<file path="src/hdl/art3_pkg.sv">
// package: register map, field layout and constants of the auto-reload timer
`default_nettype none
package art3_pkg;

	// register byte addresses
	localparam logic [7:0] ART3_ADDR_CONTROL = 8'h91;
	localparam logic [7:0] ART3_ADDR_RLD_LO  = 8'h92;
	localparam logic [7:0] ART3_ADDR_RLD_HI  = 8'h93;
	localparam logic [7:0] ART3_ADDR_CNT_LO  = 8'h94;
	localparam logic [7:0] ART3_ADDR_CNT_HI  = 8'h95;

	// control register field positions
	localparam int ART3_BIT_HI_FLAG  = 7;
	localparam int ART3_BIT_LO_FLAG  = 6;
	localparam int ART3_BIT_LO_IEN   = 5;
	localparam int ART3_BIT_CAP_EN   = 4;
	localparam int ART3_BIT_SPLIT    = 3;
	localparam int ART3_BIT_RUN      = 2;
	localparam int ART3_BIT_XSEL_HI  = 1;
	localparam int ART3_BIT_XSEL_LO  = 0;

	// reset values
	localparam logic [7:0] ART3_RST_CONTROL = 8'h00;
	localparam logic [7:0] ART3_RST_RELOAD  = 8'h00;
	localparam logic [7:0] ART3_RST_COUNT   = 8'h00;

	// byte rollover value
	localparam logic [7:0] ART3_BYTE_MAX = 8'hff;

	// auxiliary clock select codes
	localparam logic [1:0] ART3_XSEL_CMP_A = 2'h0;
	localparam logic [1:0] ART3_XSEL_CMP_B = 2'h1;
	localparam logic [1:0] ART3_XSEL_OSC   = 2'h2;

	// system clock divider for the external count clock
	localparam int ART3_EXT_DIV = 12;

	// software register bus request
	typedef struct packed {
		logic [7:0] addr;
		logic [7:0] wdata;
		logic       wr;
		logic       rd;
	} art3_bus_s;

	// control register layout
	typedef struct packed {
		logic       high_overflow_flag;
		logic       low_overflow_flag;
		logic       low_irq_enable;
		logic       capture_enable_bit;
		logic       split_mode_select;
		logic       run_control_bit;
		logic [1:0] aux_clock_select;
	} art3_ctrl_s;

endpackage : art3_pkg
`default_nettype wire

</file>
<file path="src/hdl/art3_sync.sv">
// module: two-flop synchroniser for asynchronous level inputs
`default_nettype none
`timescale 1ns/10ps
module art3_sync #(
	parameter int WIDTH = 1
) (
	input  wire logic             mclk,
	input  wire logic             rstn,
	input  wire logic [WIDTH-1:0] async_in,
	output logic      [WIDTH-1:0] sync_out
);
	logic [WIDTH-1:0] meta_q;

	// first stage feeds only the second stage
	always_ff @(posedge mclk or negedge rstn) begin
		if (!rstn) begin
			meta_q   <= '0;
			sync_out <= '0;
		end else begin
			meta_q   <= async_in;
			sync_out <= meta_q;
		end
	end
endmodule : art3_sync
`default_nettype wire

</file>
<file path="src/hdl/art3_div.sv">
// module: divider that emits a one-cycle enable pulse every DIV cycles
`default_nettype none
`timescale 1ns/10ps
module art3_div #(
	parameter int DIV = 12
) (
	input  wire logic mclk,
	input  wire logic rstn,
	output logic      tick
);
	localparam int CW = (DIV > 1) ? $clog2(DIV) : 1;
	localparam logic [CW-1:0] LAST = CW'(DIV - 1);

	logic [CW-1:0] cnt_q;

	// free-running count, wraps at DIV
	always_ff @(posedge mclk or negedge rstn) begin
		if (!rstn) begin
			cnt_q <= '0;
		end else if (cnt_q == LAST) begin
			cnt_q <= '0;
		end else begin
			cnt_q <= cnt_q + CW'(1);
		end
	end

	// pulse on the wrap cycle
	always_ff @(posedge mclk or negedge rstn) begin
		if (!rstn) begin
			tick <= 1'b0;
		end else begin
			tick <= (cnt_q == LAST);
		end
	end
endmodule : art3_div
`default_nettype wire

</file>
<file path="src/hdl/art3_timer.sv">
// module: auto-reload timer with split 8-bit mode and capture
//
// The strobed register port was chosen for this implementation.
`default_nettype none
`timescale 1ns/10ps
module art3_timer #(
	parameter int EXT_DIV = art3_pkg::ART3_EXT_DIV
) (
	input  wire logic                 mclk,
	input  wire logic                 rstn,
	input  wire art3_pkg::art3_bus_s  bus_req,
	output logic [7:0]                bus_rdata,
	input  wire logic                 high_byte_clock_pick,
	input  wire logic                 low_byte_clock_pick,
	input  wire logic                 cmp1_out,
	input  wire logic                 ext_osc_div8,
	output logic                      high_overflow_flag,
	output logic                      low_overflow_flag,
	output logic                      low_irq_enable,
	output logic [15:0]               count_value
);
	import art3_pkg::*;

	art3_ctrl_s ctrl_q;
	logic [7:0] rld_lo_q;
	logic [7:0] rld_hi_q;
	logic [7:0] cnt_lo_q;
	logic [7:0] cnt_hi_q;
	logic       ext_tick;
	logic [1:0] trig_sync;
	logic       trig_prev_q;
	logic       trig_level;
	logic       cap_evt;
	logic       tick_lo;
	logic       tick_hi;
	logic       ovf_lo;
	logic       ovf_hi;
	logic       ovf_16;
	logic       set_hi_flag;
	logic       set_lo_flag;
	logic       wr_ctrl;
	logic       wr_rld_lo;
	logic       wr_rld_hi;
	logic       wr_cnt_lo;
	logic       wr_cnt_hi;
	logic [7:0] rdata_d;

	// system_clock_signal/12 external count clock as an enable pulse
	art3_div #(
		.DIV (EXT_DIV)
	) u_div (
		.mclk (mclk),
		.rstn (rstn),
		.tick (ext_tick)
	);

	// comparator and oscillator/8 pass two flops before use
	art3_sync #(
		.WIDTH (2)
	) u_sync (
		.mclk     (mclk),
		.rstn     (rstn),
		.async_in ({ext_osc_div8, cmp1_out}),
		.sync_out (trig_sync)
	);

	// capture trigger source chosen by the select field
	always_comb begin
		unique case (ctrl_q.aux_clock_select)
			ART3_XSEL_CMP_A: trig_level = trig_sync[0];
			ART3_XSEL_CMP_B: trig_level = trig_sync[0];
			ART3_XSEL_OSC:   trig_level = trig_sync[1];
			default:         trig_level = 1'b0;
		endcase
	end

	// rising-edge detect on the synchronised trigger
	always_ff @(posedge mclk or negedge rstn) begin
		if (!rstn) begin
			trig_prev_q <= 1'b0;
		end else begin
			trig_prev_q <= trig_level;
		end
	end

	assign cap_evt = ctrl_q.capture_enable_bit && trig_level && !trig_prev_q;

	// write decode
	assign wr_ctrl   = bus_req.wr && (bus_req.addr == ART3_ADDR_CONTROL);
	assign wr_rld_lo = bus_req.wr && (bus_req.addr == ART3_ADDR_RLD_LO);
	assign wr_rld_hi = bus_req.wr && (bus_req.addr == ART3_ADDR_RLD_HI);
	assign wr_cnt_lo = bus_req.wr && (bus_req.addr == ART3_ADDR_CNT_LO);
	assign wr_cnt_hi = bus_req.wr && (bus_req.addr == ART3_ADDR_CNT_HI);

	// per-byte count enables: external clock or every system clock
	always_comb begin
		if (ctrl_q.split_mode_select) begin
			tick_lo = low_byte_clock_pick ? 1'b1 : ext_tick;
			tick_hi = ctrl_q.run_control_bit
				&& (high_byte_clock_pick ? 1'b1 : ext_tick);
		end else begin
			tick_lo = ctrl_q.run_control_bit
				&& (low_byte_clock_pick ? 1'b1 : ext_tick);
			tick_hi = 1'b0;
		end
	end

	// overflow detection for both layouts
	assign ovf_lo = tick_lo && (cnt_lo_q == ART3_BYTE_MAX);
	assign ovf_16 = !ctrl_q.split_mode_select && ovf_lo
		&& (cnt_hi_q == ART3_BYTE_MAX);
	assign ovf_hi = ctrl_q.split_mode_select
		&& tick_hi && (cnt_hi_q == ART3_BYTE_MAX);

	// flag set sources
	assign set_hi_flag = ovf_16 || ovf_hi || cap_evt;
	assign set_lo_flag = ovf_lo;

	// control register; hardware set wins over software clear
	always_ff @(posedge mclk or negedge rstn) begin
		if (!rstn) begin
			ctrl_q <= art3_ctrl_s'(ART3_RST_CONTROL);
		end else begin
			if (wr_ctrl) begin
				ctrl_q <= art3_ctrl_s'(bus_req.wdata);
			end
			if (set_hi_flag) begin
				ctrl_q.high_overflow_flag <= 1'b1;
			end
			if (set_lo_flag) begin
				ctrl_q.low_overflow_flag <= 1'b1;
			end
		end
	end

	// reload low byte: software value or captured count
	always_ff @(posedge mclk or negedge rstn) begin
		if (!rstn) begin
			rld_lo_q <= ART3_RST_RELOAD;
		end else if (cap_evt) begin
			rld_lo_q <= cnt_lo_q;
		end else if (wr_rld_lo) begin
			rld_lo_q <= bus_req.wdata;
		end
	end

	// reload high byte: software value or captured count
	always_ff @(posedge mclk or negedge rstn) begin
		if (!rstn) begin
			rld_hi_q <= ART3_RST_RELOAD;
		end else if (cap_evt) begin
			rld_hi_q <= cnt_hi_q;
		end else if (wr_rld_hi) begin
			rld_hi_q <= bus_req.wdata;
		end
	end

	// low count byte: software write, reload, or increment
	always_ff @(posedge mclk or negedge rstn) begin
		if (!rstn) begin
			cnt_lo_q <= ART3_RST_COUNT;
		end else if (wr_cnt_lo) begin
			cnt_lo_q <= bus_req.wdata;
		end else if (ovf_16 || (ctrl_q.split_mode_select && ovf_lo)) begin
			cnt_lo_q <= rld_lo_q;
		end else if (tick_lo) begin
			cnt_lo_q <= cnt_lo_q + 8'h01;
		end
	end

	// high count byte: carry in 16-bit mode, own counter in split mode
	always_ff @(posedge mclk or negedge rstn) begin
		if (!rstn) begin
			cnt_hi_q <= ART3_RST_COUNT;
		end else if (wr_cnt_hi) begin
			cnt_hi_q <= bus_req.wdata;
		end else if (ovf_16 || ovf_hi) begin
			cnt_hi_q <= rld_hi_q;
		end else if (!ctrl_q.split_mode_select && ovf_lo) begin
			cnt_hi_q <= cnt_hi_q + 8'h01;
		end else if (tick_hi) begin
			cnt_hi_q <= cnt_hi_q + 8'h01;
		end
	end

	// read mux; unmapped addresses read zero
	always_comb begin
		rdata_d = 8'h00;
		unique case (bus_req.addr)
			ART3_ADDR_CONTROL: rdata_d = ctrl_q;
			ART3_ADDR_RLD_LO:  rdata_d = rld_lo_q;
			ART3_ADDR_RLD_HI:  rdata_d = rld_hi_q;
			ART3_ADDR_CNT_LO:  rdata_d = cnt_lo_q;
			ART3_ADDR_CNT_HI:  rdata_d = cnt_hi_q;
			default:           rdata_d = 8'h00;
		endcase
	end

	// read data stands only in the cycle after the strobe
	always_ff @(posedge mclk or negedge rstn) begin
		if (!rstn) begin
			bus_rdata <= 8'h00;
		end else if (bus_req.rd) begin
			bus_rdata <= rdata_d;
		end else begin
			bus_rdata <= 8'h00;
		end
	end

	// status outputs straight from registers
	assign high_overflow_flag = ctrl_q.high_overflow_flag;
	assign low_overflow_flag  = ctrl_q.low_overflow_flag;
	assign low_irq_enable     = ctrl_q.low_irq_enable;
	assign count_value        = {cnt_hi_q, cnt_lo_q};

endmodule : art3_timer
`default_nettype wire

</file>
<file path="config.mk">
export PLATFORM = sky130hd
export DESIGN_NAME = art3_timer
export DESIGN_NICKNAME = d
export VERILOG_FILES = /design/src/hdl/art3_pkg.sv /design/src/hdl/art3_sync.sv /design/src/hdl/art3_div.sv /design/src/hdl/art3_timer.sv
export SDC_FILE = /design/constraint.sdc
export NUM_CORES = 1
export LEC_CHECK = 0
export BUFFER_PORTS_ARGS = -buffer_cell sky130_fd_sc_hd__buf_2
export CORE_UTILIZATION = 50
export DETAILED_ROUTE_END_ITERATION = 7
export MAX_ROUTING_LAYER = met4
export PLACE_DENSITY = 0.74
export SLEW_MARGIN = 0
export SYNTH_ARGS = -nofsm -noshare
export SYNTH_HDL_FRONTEND = slang
export SYNTH_SLANG_ARGS = --single-unit
export TNS_END_PERCENT = 50
</file>
<file path="constraint.sdc">
create_clock -name mclk -period 2.1 [get_ports mclk]
set_clock_uncertainty 0.15 [all_clocks]
set_input_delay 0.105 -clock mclk [delete_from_list [all_inputs] [get_ports mclk]]
set_output_delay 0.105 -clock mclk [all_outputs]
set_load 0.05 [all_outputs]
</file>
[Yosys cells after proc, flatten, opt, wreduce, memory -nomap -nowiden]
Cells that the tools add are included.
Storage, ports and cells
  input port bits: 24
  logic and storage cells: 80
  register bits: 58
Operators by class
  multiplexer cells: 22
  reductions and logical operators: 28
  equal/unequal tests: 10
  add/sub/neg operators: 3
Operators by type and width (count)
  two-way mux 8 bit: 13
  equality test 8 bit (second input constant): 7
  one-hot mux 8 bit (5 select lines): 1
  adder 8 x 1 -> 8 bit (second input constant): 2
  logical AND 1 bit: 15
  nonzero test 2 bit: 4
  two-way mux 1 bit: 6
  adder 4 x 1 -> 4 bit (second input constant): 1
  equality test 4 bit (second input constant): 1
  two-way mux 4 bit: 1
  nonzero test 4 bit: 1
  logical OR 1 bit: 3
  nonzero test 3 bit: 1
  equality test 2 x 1 -> 1 bit (second input constant): 1
  equality test 2 bit (second input constant): 1
  zero test 1 bit: 2
  zero test 2 bit: 1
  one-hot mux 1 bit (2 select lines): 1
  OR reduction 2 bit: 1

[Depth between registers and ports, before layout]
Gate-level depths: netlist (run 1).
  word-level depth: 9
  gate-level depth with buffers: 7

[Cells and area by module]
Synthesis (run 1) repeated with hierarchy kept, for this count alone.
Unflattened totals
  cells, all modules: 349
  area total of the unflattened synthesis: 3321.9 um2
By module, submodules not included
  art3_timer: area an instance 3022.9 um2, cells each 330, sequential area each 1226.2 um2, times used 1
  art3_div: area an instance 198.9 um2, cells each 15, sequential area each 125.1 um2, times used 1
  art3_sync: area an instance 100.1 um2, cells each 4, sequential area each 100.1 um2, times used 1

[Least setup slack after synthesis (run 1)]
No wires, ideal clock.
  path type: register to register
  from: reg cnt_hi_q[0]
  to: reg cnt_lo_q[5]
  cell stages (with the launch flop): 7
  path slack: -0.313 ns
  data arrival time: 2.136 ns
  period minus slack after synthesis: 2.413 ns
  cell sequence: dfrtp_1 > ha_1 > nand3_1 > nor2_1 > o21ai_0 > o221ai_1 > o22ai_1
Between the ends
  longest elaborated chain between the ends: 5
  elaborated cells on any way between the ends: 6
  classes of those cells: 1 x eq/ne; 2 x mux; 3 x reduce/logical
RTL lines
  from (decl): RTL line art3_timer.sv:28  | logic [7:0] cnt_hi_q;
  from (signal assigned): RTL line art3_timer.sv:176  | cnt_hi_q <= bus_req.wdata;
  from (signal assigned): RTL line art3_timer.sv:178  | cnt_hi_q <= rld_hi_q;
  from (signal assigned): RTL line art3_timer.sv:180  | cnt_hi_q <= cnt_hi_q + 8'h01;
  equality test 8 bit *: RTL line art3_timer.sv:111  | && (cnt_hi_q == ART3_BYTE_MAX);
  logical AND 1 bit *: RTL line art3_timer.sv:111
  logical OR 1 bit *: RTL line art3_timer.sv:164  | end else if (ovf_16 || (ctrl_q.split_mode_select && ovf_lo)) begin
  two-way mux 8 bit: RTL line art3_timer.sv:164
  two-way mux 8 bit: RTL line art3_timer.sv:162  | end else if (wr_cnt_lo) begin
  to (signal assigned): RTL line art3_timer.sv:163  | cnt_lo_q <= bus_req.wdata;
  to (signal assigned): RTL line art3_timer.sv:165  | cnt_lo_q <= rld_lo_q;
  to (signal assigned): RTL line art3_timer.sv:167  | cnt_lo_q <= cnt_lo_q + 8'h01;
  to (decl): RTL line art3_timer.sv:27  | logic [7:0] cnt_lo_q;
Every way passes the cells marked *; elsewhere a longest branch is shown, timed or not.
A chain may end at the register's enable or synchronous reset.

[Final worst setup path (run 1)]
  from: reg cnt_lo_q[1]
  to: reg cnt_hi_q[4]
Between the ends
  longest elaborated chain between the ends: 7
  elaborated cells on any way between the ends: 9
  classes of those cells: 1 x eq/ne; 3 x mux; 5 x reduce/logical
RTL lines
  equality test 8 bit *: RTL line art3_timer.sv:109  | assign ovf_lo = tick_lo && (cnt_lo_q == ART3_BYTE_MAX);
  logical AND 1 bit *: RTL line art3_timer.sv:109
  logical AND 1 bit *: RTL line art3_timer.sv:110, art3_timer.sv:179
  logical AND 1 bit: RTL line art3_timer.sv:111
  logical OR 1 bit: RTL line art3_timer.sv:177  | end else if (ovf_16 || ovf_hi) begin
  two-way mux 8 bit: RTL line art3_timer.sv:177
  two-way mux 8 bit: RTL line art3_timer.sv:175  | end else if (wr_cnt_hi) begin
Marks and branches as above.

==> metrics.md, run 1 <==
| Metric | Value |
|---|---|
| RSZ-0062 raised after global routing | no |
| Antenna diodes | 0 |
| Endpoint, Worst Hold | bus_rdata[6] |
| Slew Viols, Final | 0 |
| Routed WL per cell | 18.23 um |
| Initial Util | 51.74% |
| CP Launch Type | flip-flop |
| Synth top area cells | dfrtp_1, mux2_2, mux2i_1 |
| Setup TNS | 0 ps |
| Cells after synthesis | 338 |
| IO Count | 51 |
| Fill count | 536 |
| Worst-Margin Slew | 609.2 ps |
| Largest family of logic cells by synthesized area | simple AND/OR/NAND/NOR gates |
| Die ar. | 6861 sq um |
| Most numerous cell in the Yosys netlist | dfrtp_1 |
| WHS Path Cells | 3 |
| Final Cycle Share | 94.20% |
| Pwr/cell area | 866.9 nW/um^2 |
| Post-synthesis compound-gate area fraction | 16.32% |
| ANT nets after route | 0 |
| Syn avg cell area | 9.665 sq um |
| Critical path capture point type | flip-flop |
| Worst Min Path Start | bus_req[0] |
| Netlist cell types | 52 |
| Area Growth Syn to Fin | 25.24% |
| Total overflow reported by the global router | 0 |
| Max frequency | 0.5055 GHz |
| Largest net degree at the start of global routing | 31 |
| Synth Flop Type | dfrtp_1 |
| Final instance area | 4091 sq um |
| Leakage | 1.902 nW |
| Synth Area in XOR/XNOR | 1.340% |
| IO buf count | 50 |
| Top cell type's share of synthesized area | 44.43% |
| Worst reg2reg path depth | 7 |
| Maximum clock insertion buffer count | 2 |
| Crit path time final | 1978 ps |
| CTS H-Tree Depth | 3 |
| Max-Cap Viols | 0 |
| Sequential fraction of the synthesis area | 44.43% |
| Cell taking the most area after synthesis | dfrtp_1 |
| Simple-gate share of the synthesized area | 18.35% |
| First-iteration detailed-routing DRC count | 252 |
| Setup violators final | 0 |
| R2r setup slk | 120 ps |
| Ratio of cells with drive above 1 in the final layout | 31.53% |
| CTS root buffer | clkbuf_8 |
| Via count | 2,980 |
| Cts bufs inserted | 9 |
| Layout Utilization | 64.80% |
| Yosys warning total | 0 |
| Post-CTS Setup Repair Bufs | 0 |
| Synth Net Count | 365 |
| Final Hold Vio Count | 0 |
| Die height | 82.83 um |
| Worst Path Required | 2200 ps |
| DP HPWL | 6676 um |
| Post-placement cell count | 475 |
| Outcome | finished, final reports clean |
| Row count | 29 |
| Residual DRC | 0 |
| Nets | 447 |
| Crit path kind | flip-flop to flip-flop |
| EDFF count, synth | 0 |
| Initial antenna violation count | 0 |
| Post-synthesis mux area share | 15.28% |
| First-pass GRT wire length | 15,390 um |
| Core Footprint | 6314 sq um |
| DRT Pass-1 Iters | 5 |
| Clock tree from TritonCTS | yes |
| Worst IR Drop VDD | 0.5719 mV |
| All-Layer GR Usage | 29.70% |
| Post-Route WL | 9150 um |
| Worst R2R Start | cnt_lo_q[1] |
| Via density per instance | 5.936 |
| Die Width | 82.83 um |
| Final GP Congestion | 0.9595 |
| Worst slew margin | 59.30% |
| Worst EP arrival | 2080 ps |
| Synth async-reset ratio | 100.0% |
| Syn Std Cell Area | 3267 sq um |
| Worst Hold Class | primary input to flip-flop |
| Worst-path clk slew | 70 ps |
| Vias in the first global route | 2,912 |
| Yosys reg bits | 58 |
| Skew-Pair Late Insertion Delay | 350 ps |
| Adder-Cell Fraction of Synth Area | 1.149% |
| CP max FO | 5 |
| Cell Area, Placed | 3777 sq um |
| Top cells by count, synth | dfrtp_1, nor2_1, a21oi_1, mux2i_1, mux2_2 |
| CTS sink cnt | 58 |
| Reg2reg end | cnt_hi_q[4] |
| Post-Layout Cell Count | 502 |
## cell families (layout without fill, tap and decap cells)
kind of cell,after synthesis,count (layout)
flops,58,58
compound gates,85,85
mux,47,47
buf+inv,23,110
fa+ha+maj,3,3
simple gates,117,117
xor+xnor,5,5
## final cells by class
cell class	count	area, sq um	area share (%)
multi-input cells	257	1733	42.35
clock buffers	13	158.9	3.884
inverters	5	18.77	0.4587
repair buffers	89	583.1	14.25
well taps	77	96.34	2.355
flip-flops and latches	58	1461	35.72
clock inverters	3	40.04	0.9786
## flip-flops by register name, summed over array words and instances (netlist names)
name,flops
u_sync.meta_q,2
u_sync.sync_out,2
bus_rdata,8
low_overflow_flag,1
u_div.tick,1
u_div.cnt_q,4
ctrl_q,5
rld_hi_q,8
high_overflow_flag,1
trig_prev_q,1
rld_lo_q,8
low_irq_enable,1
cnt_hi_q,8
cnt_lo_q,8
## stage by stage
| step | power (W) | setup WS [ps] | hold slack (ps) |
|---|---|---|---|
| floorplan | 0.002135 | 0.5234 | -340.6 |
| global placement | 0.002453 | 128.0 | -80.17 |
| detailed placement | 0.002486 | 49.39 | -68.62 |
| CTS | 0.003552 | 31.88 | 37.54 |
| global route | 0.003711 | 34.47 | 69.93 |
| finish | 0.003547 | 121.8 | 49.35 |
## cells in the final DEF (no fill, tap or decap), drive strengths merged, types with 4 or more instances in the layout
master and instances:
clkbuf 13, nor3 6, buf 78, nand4 5, mux2i 24, nand3 8, dlygate4sd3 11, inv 5
a31oi 4, nor2 55, a22oi 9, mux2 23, nand2 19, dfrtp 58, o21ai 13, a21oi 37
and3 5
## how the worst max path moves through the flow
stage                      startpoint     endpoint  slack (ps)
final                     cnt_lo_q[1]  cnt_hi_q[4]         120
after CTS                 cnt_lo_q[1]  cnt_lo_q[5]          30
after global placement    cnt_hi_q[0]  cnt_lo_q[5]         130
after detailed placement  cnt_lo_q[1]  cnt_lo_q[5]          50
after floorplan           cnt_lo_q[7]  cnt_hi_q[7]         0.5
after global routing      cnt_lo_q[1]  cnt_hi_q[4]          30
## worst max-delay path, cell delays in order, from the launching register on
cell and delay [ps]:
dfrtp_2 390, ha_4 170, nand4_4 110, o31a_1 340
buf_4 160, nor2_1 240, nor2_1 70, o31ai_1 230
## per-layer routing
layer  vias to the layer above  GRT usage [%]  wire length (um)
met5                         -              -                 0
met4                         0          14.11               238
met3                        19          5.169               525
met2                       122          44.56              4376
met1                      1441          39.27              4009
li1                       1398              -                 -
## power breakdown
group	switching, W	total, W	internal, W	leakage (nW)
logic	0.000586	0.000980	0.000394	1.09
clock network	0.000439	0.00105	0.000609	0.103
registers	0.000221	0.00152	0.00130	0.706
## what timing repair did
action	in CTS	in global routing
endpoints found under the hold margin	95	0
resized for setup	0	2
endpoints found under the setup margin	0	6
hold buffers	11	0
No activity file was read; power rests on OpenSTA's default activity.
==> inputs of run 2 (changes only) <==
--- a/config.mk
+++ b/config.mk
@@ -6,10 +6,13 @@
 export NUM_CORES = 1
 export LEC_CHECK = 0
 export BUFFER_PORTS_ARGS = -buffer_cell sky130_fd_sc_hd__buf_2
-export CORE_UTILIZATION = 50
+export CELL_PAD_IN_SITES_DETAIL_PLACEMENT = 1
+export CELL_PAD_IN_SITES_GLOBAL_PLACEMENT = 1
+export CORE_UTILIZATION = 39
 export DETAILED_ROUTE_END_ITERATION = 7
 export MAX_ROUTING_LAYER = met4
-export PLACE_DENSITY = 0.74
+export PLACE_DENSITY_LB_ADDON = 0.1
+export RECOVER_POWER = 100
 export SLEW_MARGIN = 0
 export SYNTH_ARGS = -nofsm -noshare
 export SYNTH_HDL_FRONTEND = slang
==> metrics.md, run 2 (same netlist as run 1, synthesis figures left out) <==
| Metric | Value |
|---|---|
| Core Footprint | 8175 sq um (+29%) |
| Nets | 448 (+0.22%) |
| Area Growth Syn to Fin | 22.83% |
| Flop pwr share | 44.1% (+1.3 points) |
| Clock Power Share | 26.9% (-2.7 points) |
| Slew Viols, Final | 0 (unchanged) |
| Worst Path Required | 2190 ps (about the same) |
| Die ar. | 8747 sq um (+27%) |
| Pwr/cell area | 853.2 nW/um^2 (-1.6%) |
| R2r setup slk | 170 ps (+40 ps) |
| Metal3 WL | 333 um (-37%) |
| Commonest non-fill, non-tap cell in the layout | nor2_1 |
| Int Power | 0.002122 W (-7.8%) |
| RSZ-0062 raised after global routing | no |
| Worst setup endpoint | cnt_hi_q[4] |
| IO Count | 51 (unchanged) |
| Crit. Startpoint | cnt_lo_q[1] |
| Via count | 3,022 (+1.4%) |
| Uppermost layer routed | met4 |
| CTS H-Tree Depth | 3 (unchanged) |
| First-pass GRT wire length | 16,620 um (+8.0%) |
| Sw power | 0.001301 W (+4.5%) |
| Routed WL per cell | 19.66 um (+7.9%) |
| Setup ws final | 166.1 ps (+44.34 ps) |
| Final Cycle Share | 92.09% (-2.1 points) |
| Worst-Margin Slew | 675.2 ps (+66.03 ps) |
| Worst R2R Start | cnt_lo_q[1] |
| Vias in the first global route | 3,119 (+7.1%) |
| Residual DRC | 0 (unchanged) |
| Max-Cap Viols | 0 (unchanged) |
| CP Launch Type | flip-flop |
| Ratio of cells with drive above 1 in the final layout | 22.77% (-8.8 points) |
| Cell Chain, Critical Path | ha_4 > nand4_4 > o31a_1 > buf_4 > nor2_1 > nor2_1 > o31ai_1 |
| Worst Hold Class | primary input to flip-flop |
| Outcome | finished, final reports clean |
| All-Layer GR Usage | 26.25% (-3.4 points) |
| Die Width | 93.53 um (+13%) |
| Initial Util | 39.96% (-12 points) |
| Initial antenna violation count | 0 (unchanged) |
| Die height | 93.53 um (+13%) |
| Cts bufs inserted | 9 (unchanged) |
| CP max FO | 5 (unchanged) |
| Critical path capture point type | flip-flop |
| Delay-heaviest family, CP | compound AO/OA/AOI/OAI gates |
| Reg2reg end | cnt_hi_q[4] |
| Total overflow reported by the global router | 0 (unchanged) |
| Most frequent CP cell | nor2_1 |
| Pre-CTS WS | 80.96 ps (+31.57 ps) |
| Layout Utilization | 49.08% (-16 points) |
| Crit path depth | 7 (unchanged) |
| Largest net degree at the start of global routing | 59 (+90%) |
| Combinational Power Share | 29.0% (+1.4 points) |
| Row count | 33 (+14%) |
| First-iteration detailed-routing DRC count | 117 (-54%) |
| Most frequent cells in the layout | nor2_1, dfrtp_1, clkbuf_1 |
| Leakage | 1.730 nW (-9.1%) |
| Setup violators final | 0 (unchanged) |
| Net Sw Frac | 38.00% (+2.9 points) |
| Worst IR Drop VDD | 0.3322 mV (-42%) |
| DP HPWL | 7592 um (+14%) |
| Clock tree from TritonCTS | yes |
| CP max stage delay | 390 ps (about the same) |
| Worst reg2reg path depth | 7 (unchanged) |
| Worst-path clk slew | 70 ps (about the same) |
| Skew-Pair Late Insertion Delay | 340 ps (about the same) |
| Via density per instance | 5.691 (-4.1%) |
| Critical path's slowest cell | dfrtp_2 |
| Setup TNS | 0 ps (unchanged) |
| IO buf count | 50 (unchanged) |
| Post-CTS Setup Repair Bufs | 0 (unchanged) |
| CTS root buffer | clkbuf_8 |
| Buffers & Inverters on Critical Path | 1 (unchanged) |
| Post-Route WL | 10,440 um (+14%) |
| Final Hold Vio Count | 0 (unchanged) |
| ANT nets after route | 0 (unchanged) |
| Met2 WL post-DR | 5056 um (+16%) |
| Antenna diodes | 0 (unchanged) |
| Crit path kind | flip-flop to flip-flop |
| Worst slew margin | 54.98% (-4.3 points) |
| Maximum clock insertion buffer count | 2 (unchanged) |
| Crit path time final | 1934 ps (-44.34 ps) |
| Metal-1 WL | 4817 um (+20%) |
| DRT Pass-1 Iters | 5 (unchanged) |
| CTS sink cnt | 58 (unchanged) |
| Final GP Congestion | 0.8723 (-9.1%) |
| Max frequency | 0.5171 GHz (+2.3%) |
| Worst EP arrival | 2030 ps (-50 ps) |
[run 2: routing by layer]
metal | vias up | track usage (%)
li1 | 1400 | -
met1 | 1529 | 33.38
met2 | 76 | 42.46
met3 | 17 | 3.740
met4 | 0 | 10.00
met5 | - | -
[run 2: what timing repair did]
| action | in CTS | in global routing |
|---|---|---|
| hold buffers | 11 | 0 |
| endpoints found under the hold margin | 82 | 0 |
| setup endpoints to repair | 0 | 5 |
| gates resized for setup | 0 | 2 |
[run 2: stage by stage]
stage | hold slack [ps] | instances | total power [W] | cell area, sq um
2_1_floorplan | -340.6 | 338 | 0.002135 | 3292
6_report | 38.63 | 531 | 0.003424 | 4013
3_3_place_gp | -9.927 | 504 | 0.002495 | 3832
5_1_grt | 43.69 | 531 | 0.003597 | 4013
3_5_place_dp | -7.898 | 504 | 0.002531 | 3832
4_1_cts | 34.79 | 531 | 0.003479 | 4114
[run 2: worst min-delay path by stage]
| stage | startpoint | to | cells past startpoint |
|---|---|---|---|
| 3_3_place_gp | rstn | cnt_hi_q[6] | 2 |
| 5_1_grt | bus_req[1] | low_irq_enable | 3 |
| 6_report | bus_req[1] | low_irq_enable | 3 |
| 4_1_cts | bus_req[1] | low_irq_enable | 3 |
| 2_1_floorplan | rstn | bus_rdata[0] | 0 |
| 3_5_place_dp | rstn | rld_hi_q[6] | 2 |
[run 2: worst min-delay path, delay by kind of cell]
family	cells	cell delay, ps
simple gates	1	110
mux	1	150
buf+inv	1	130
[run 2: final cells by class]
class | instances | area, sq um
clock buffer | 11 | 141.4
clock inverter | 5 | 30.03
fill | 967 | 4163
inverter | 5 | 18.77
multi-input combinational | 257 | 1717
sequential | 58 | 1463
tap | 105 | 131.4
timing repair buffer | 90 | 511.7
[run 2: power by group through the flow]
stage / clock [W] / combinational, W / sequential, W
after floorplan: 0 / 0.000451 / 0.00168
after global placement: 0 / 0.000977 / 0.00152
after detailed placement: 0 / 0.00100 / 0.00153
after CTS: 0.000945 / 0.00103 / 0.00151
after global routing: 0.000990 / 0.00108 / 0.00153
final: 0.000923 / 0.000991 / 0.00151
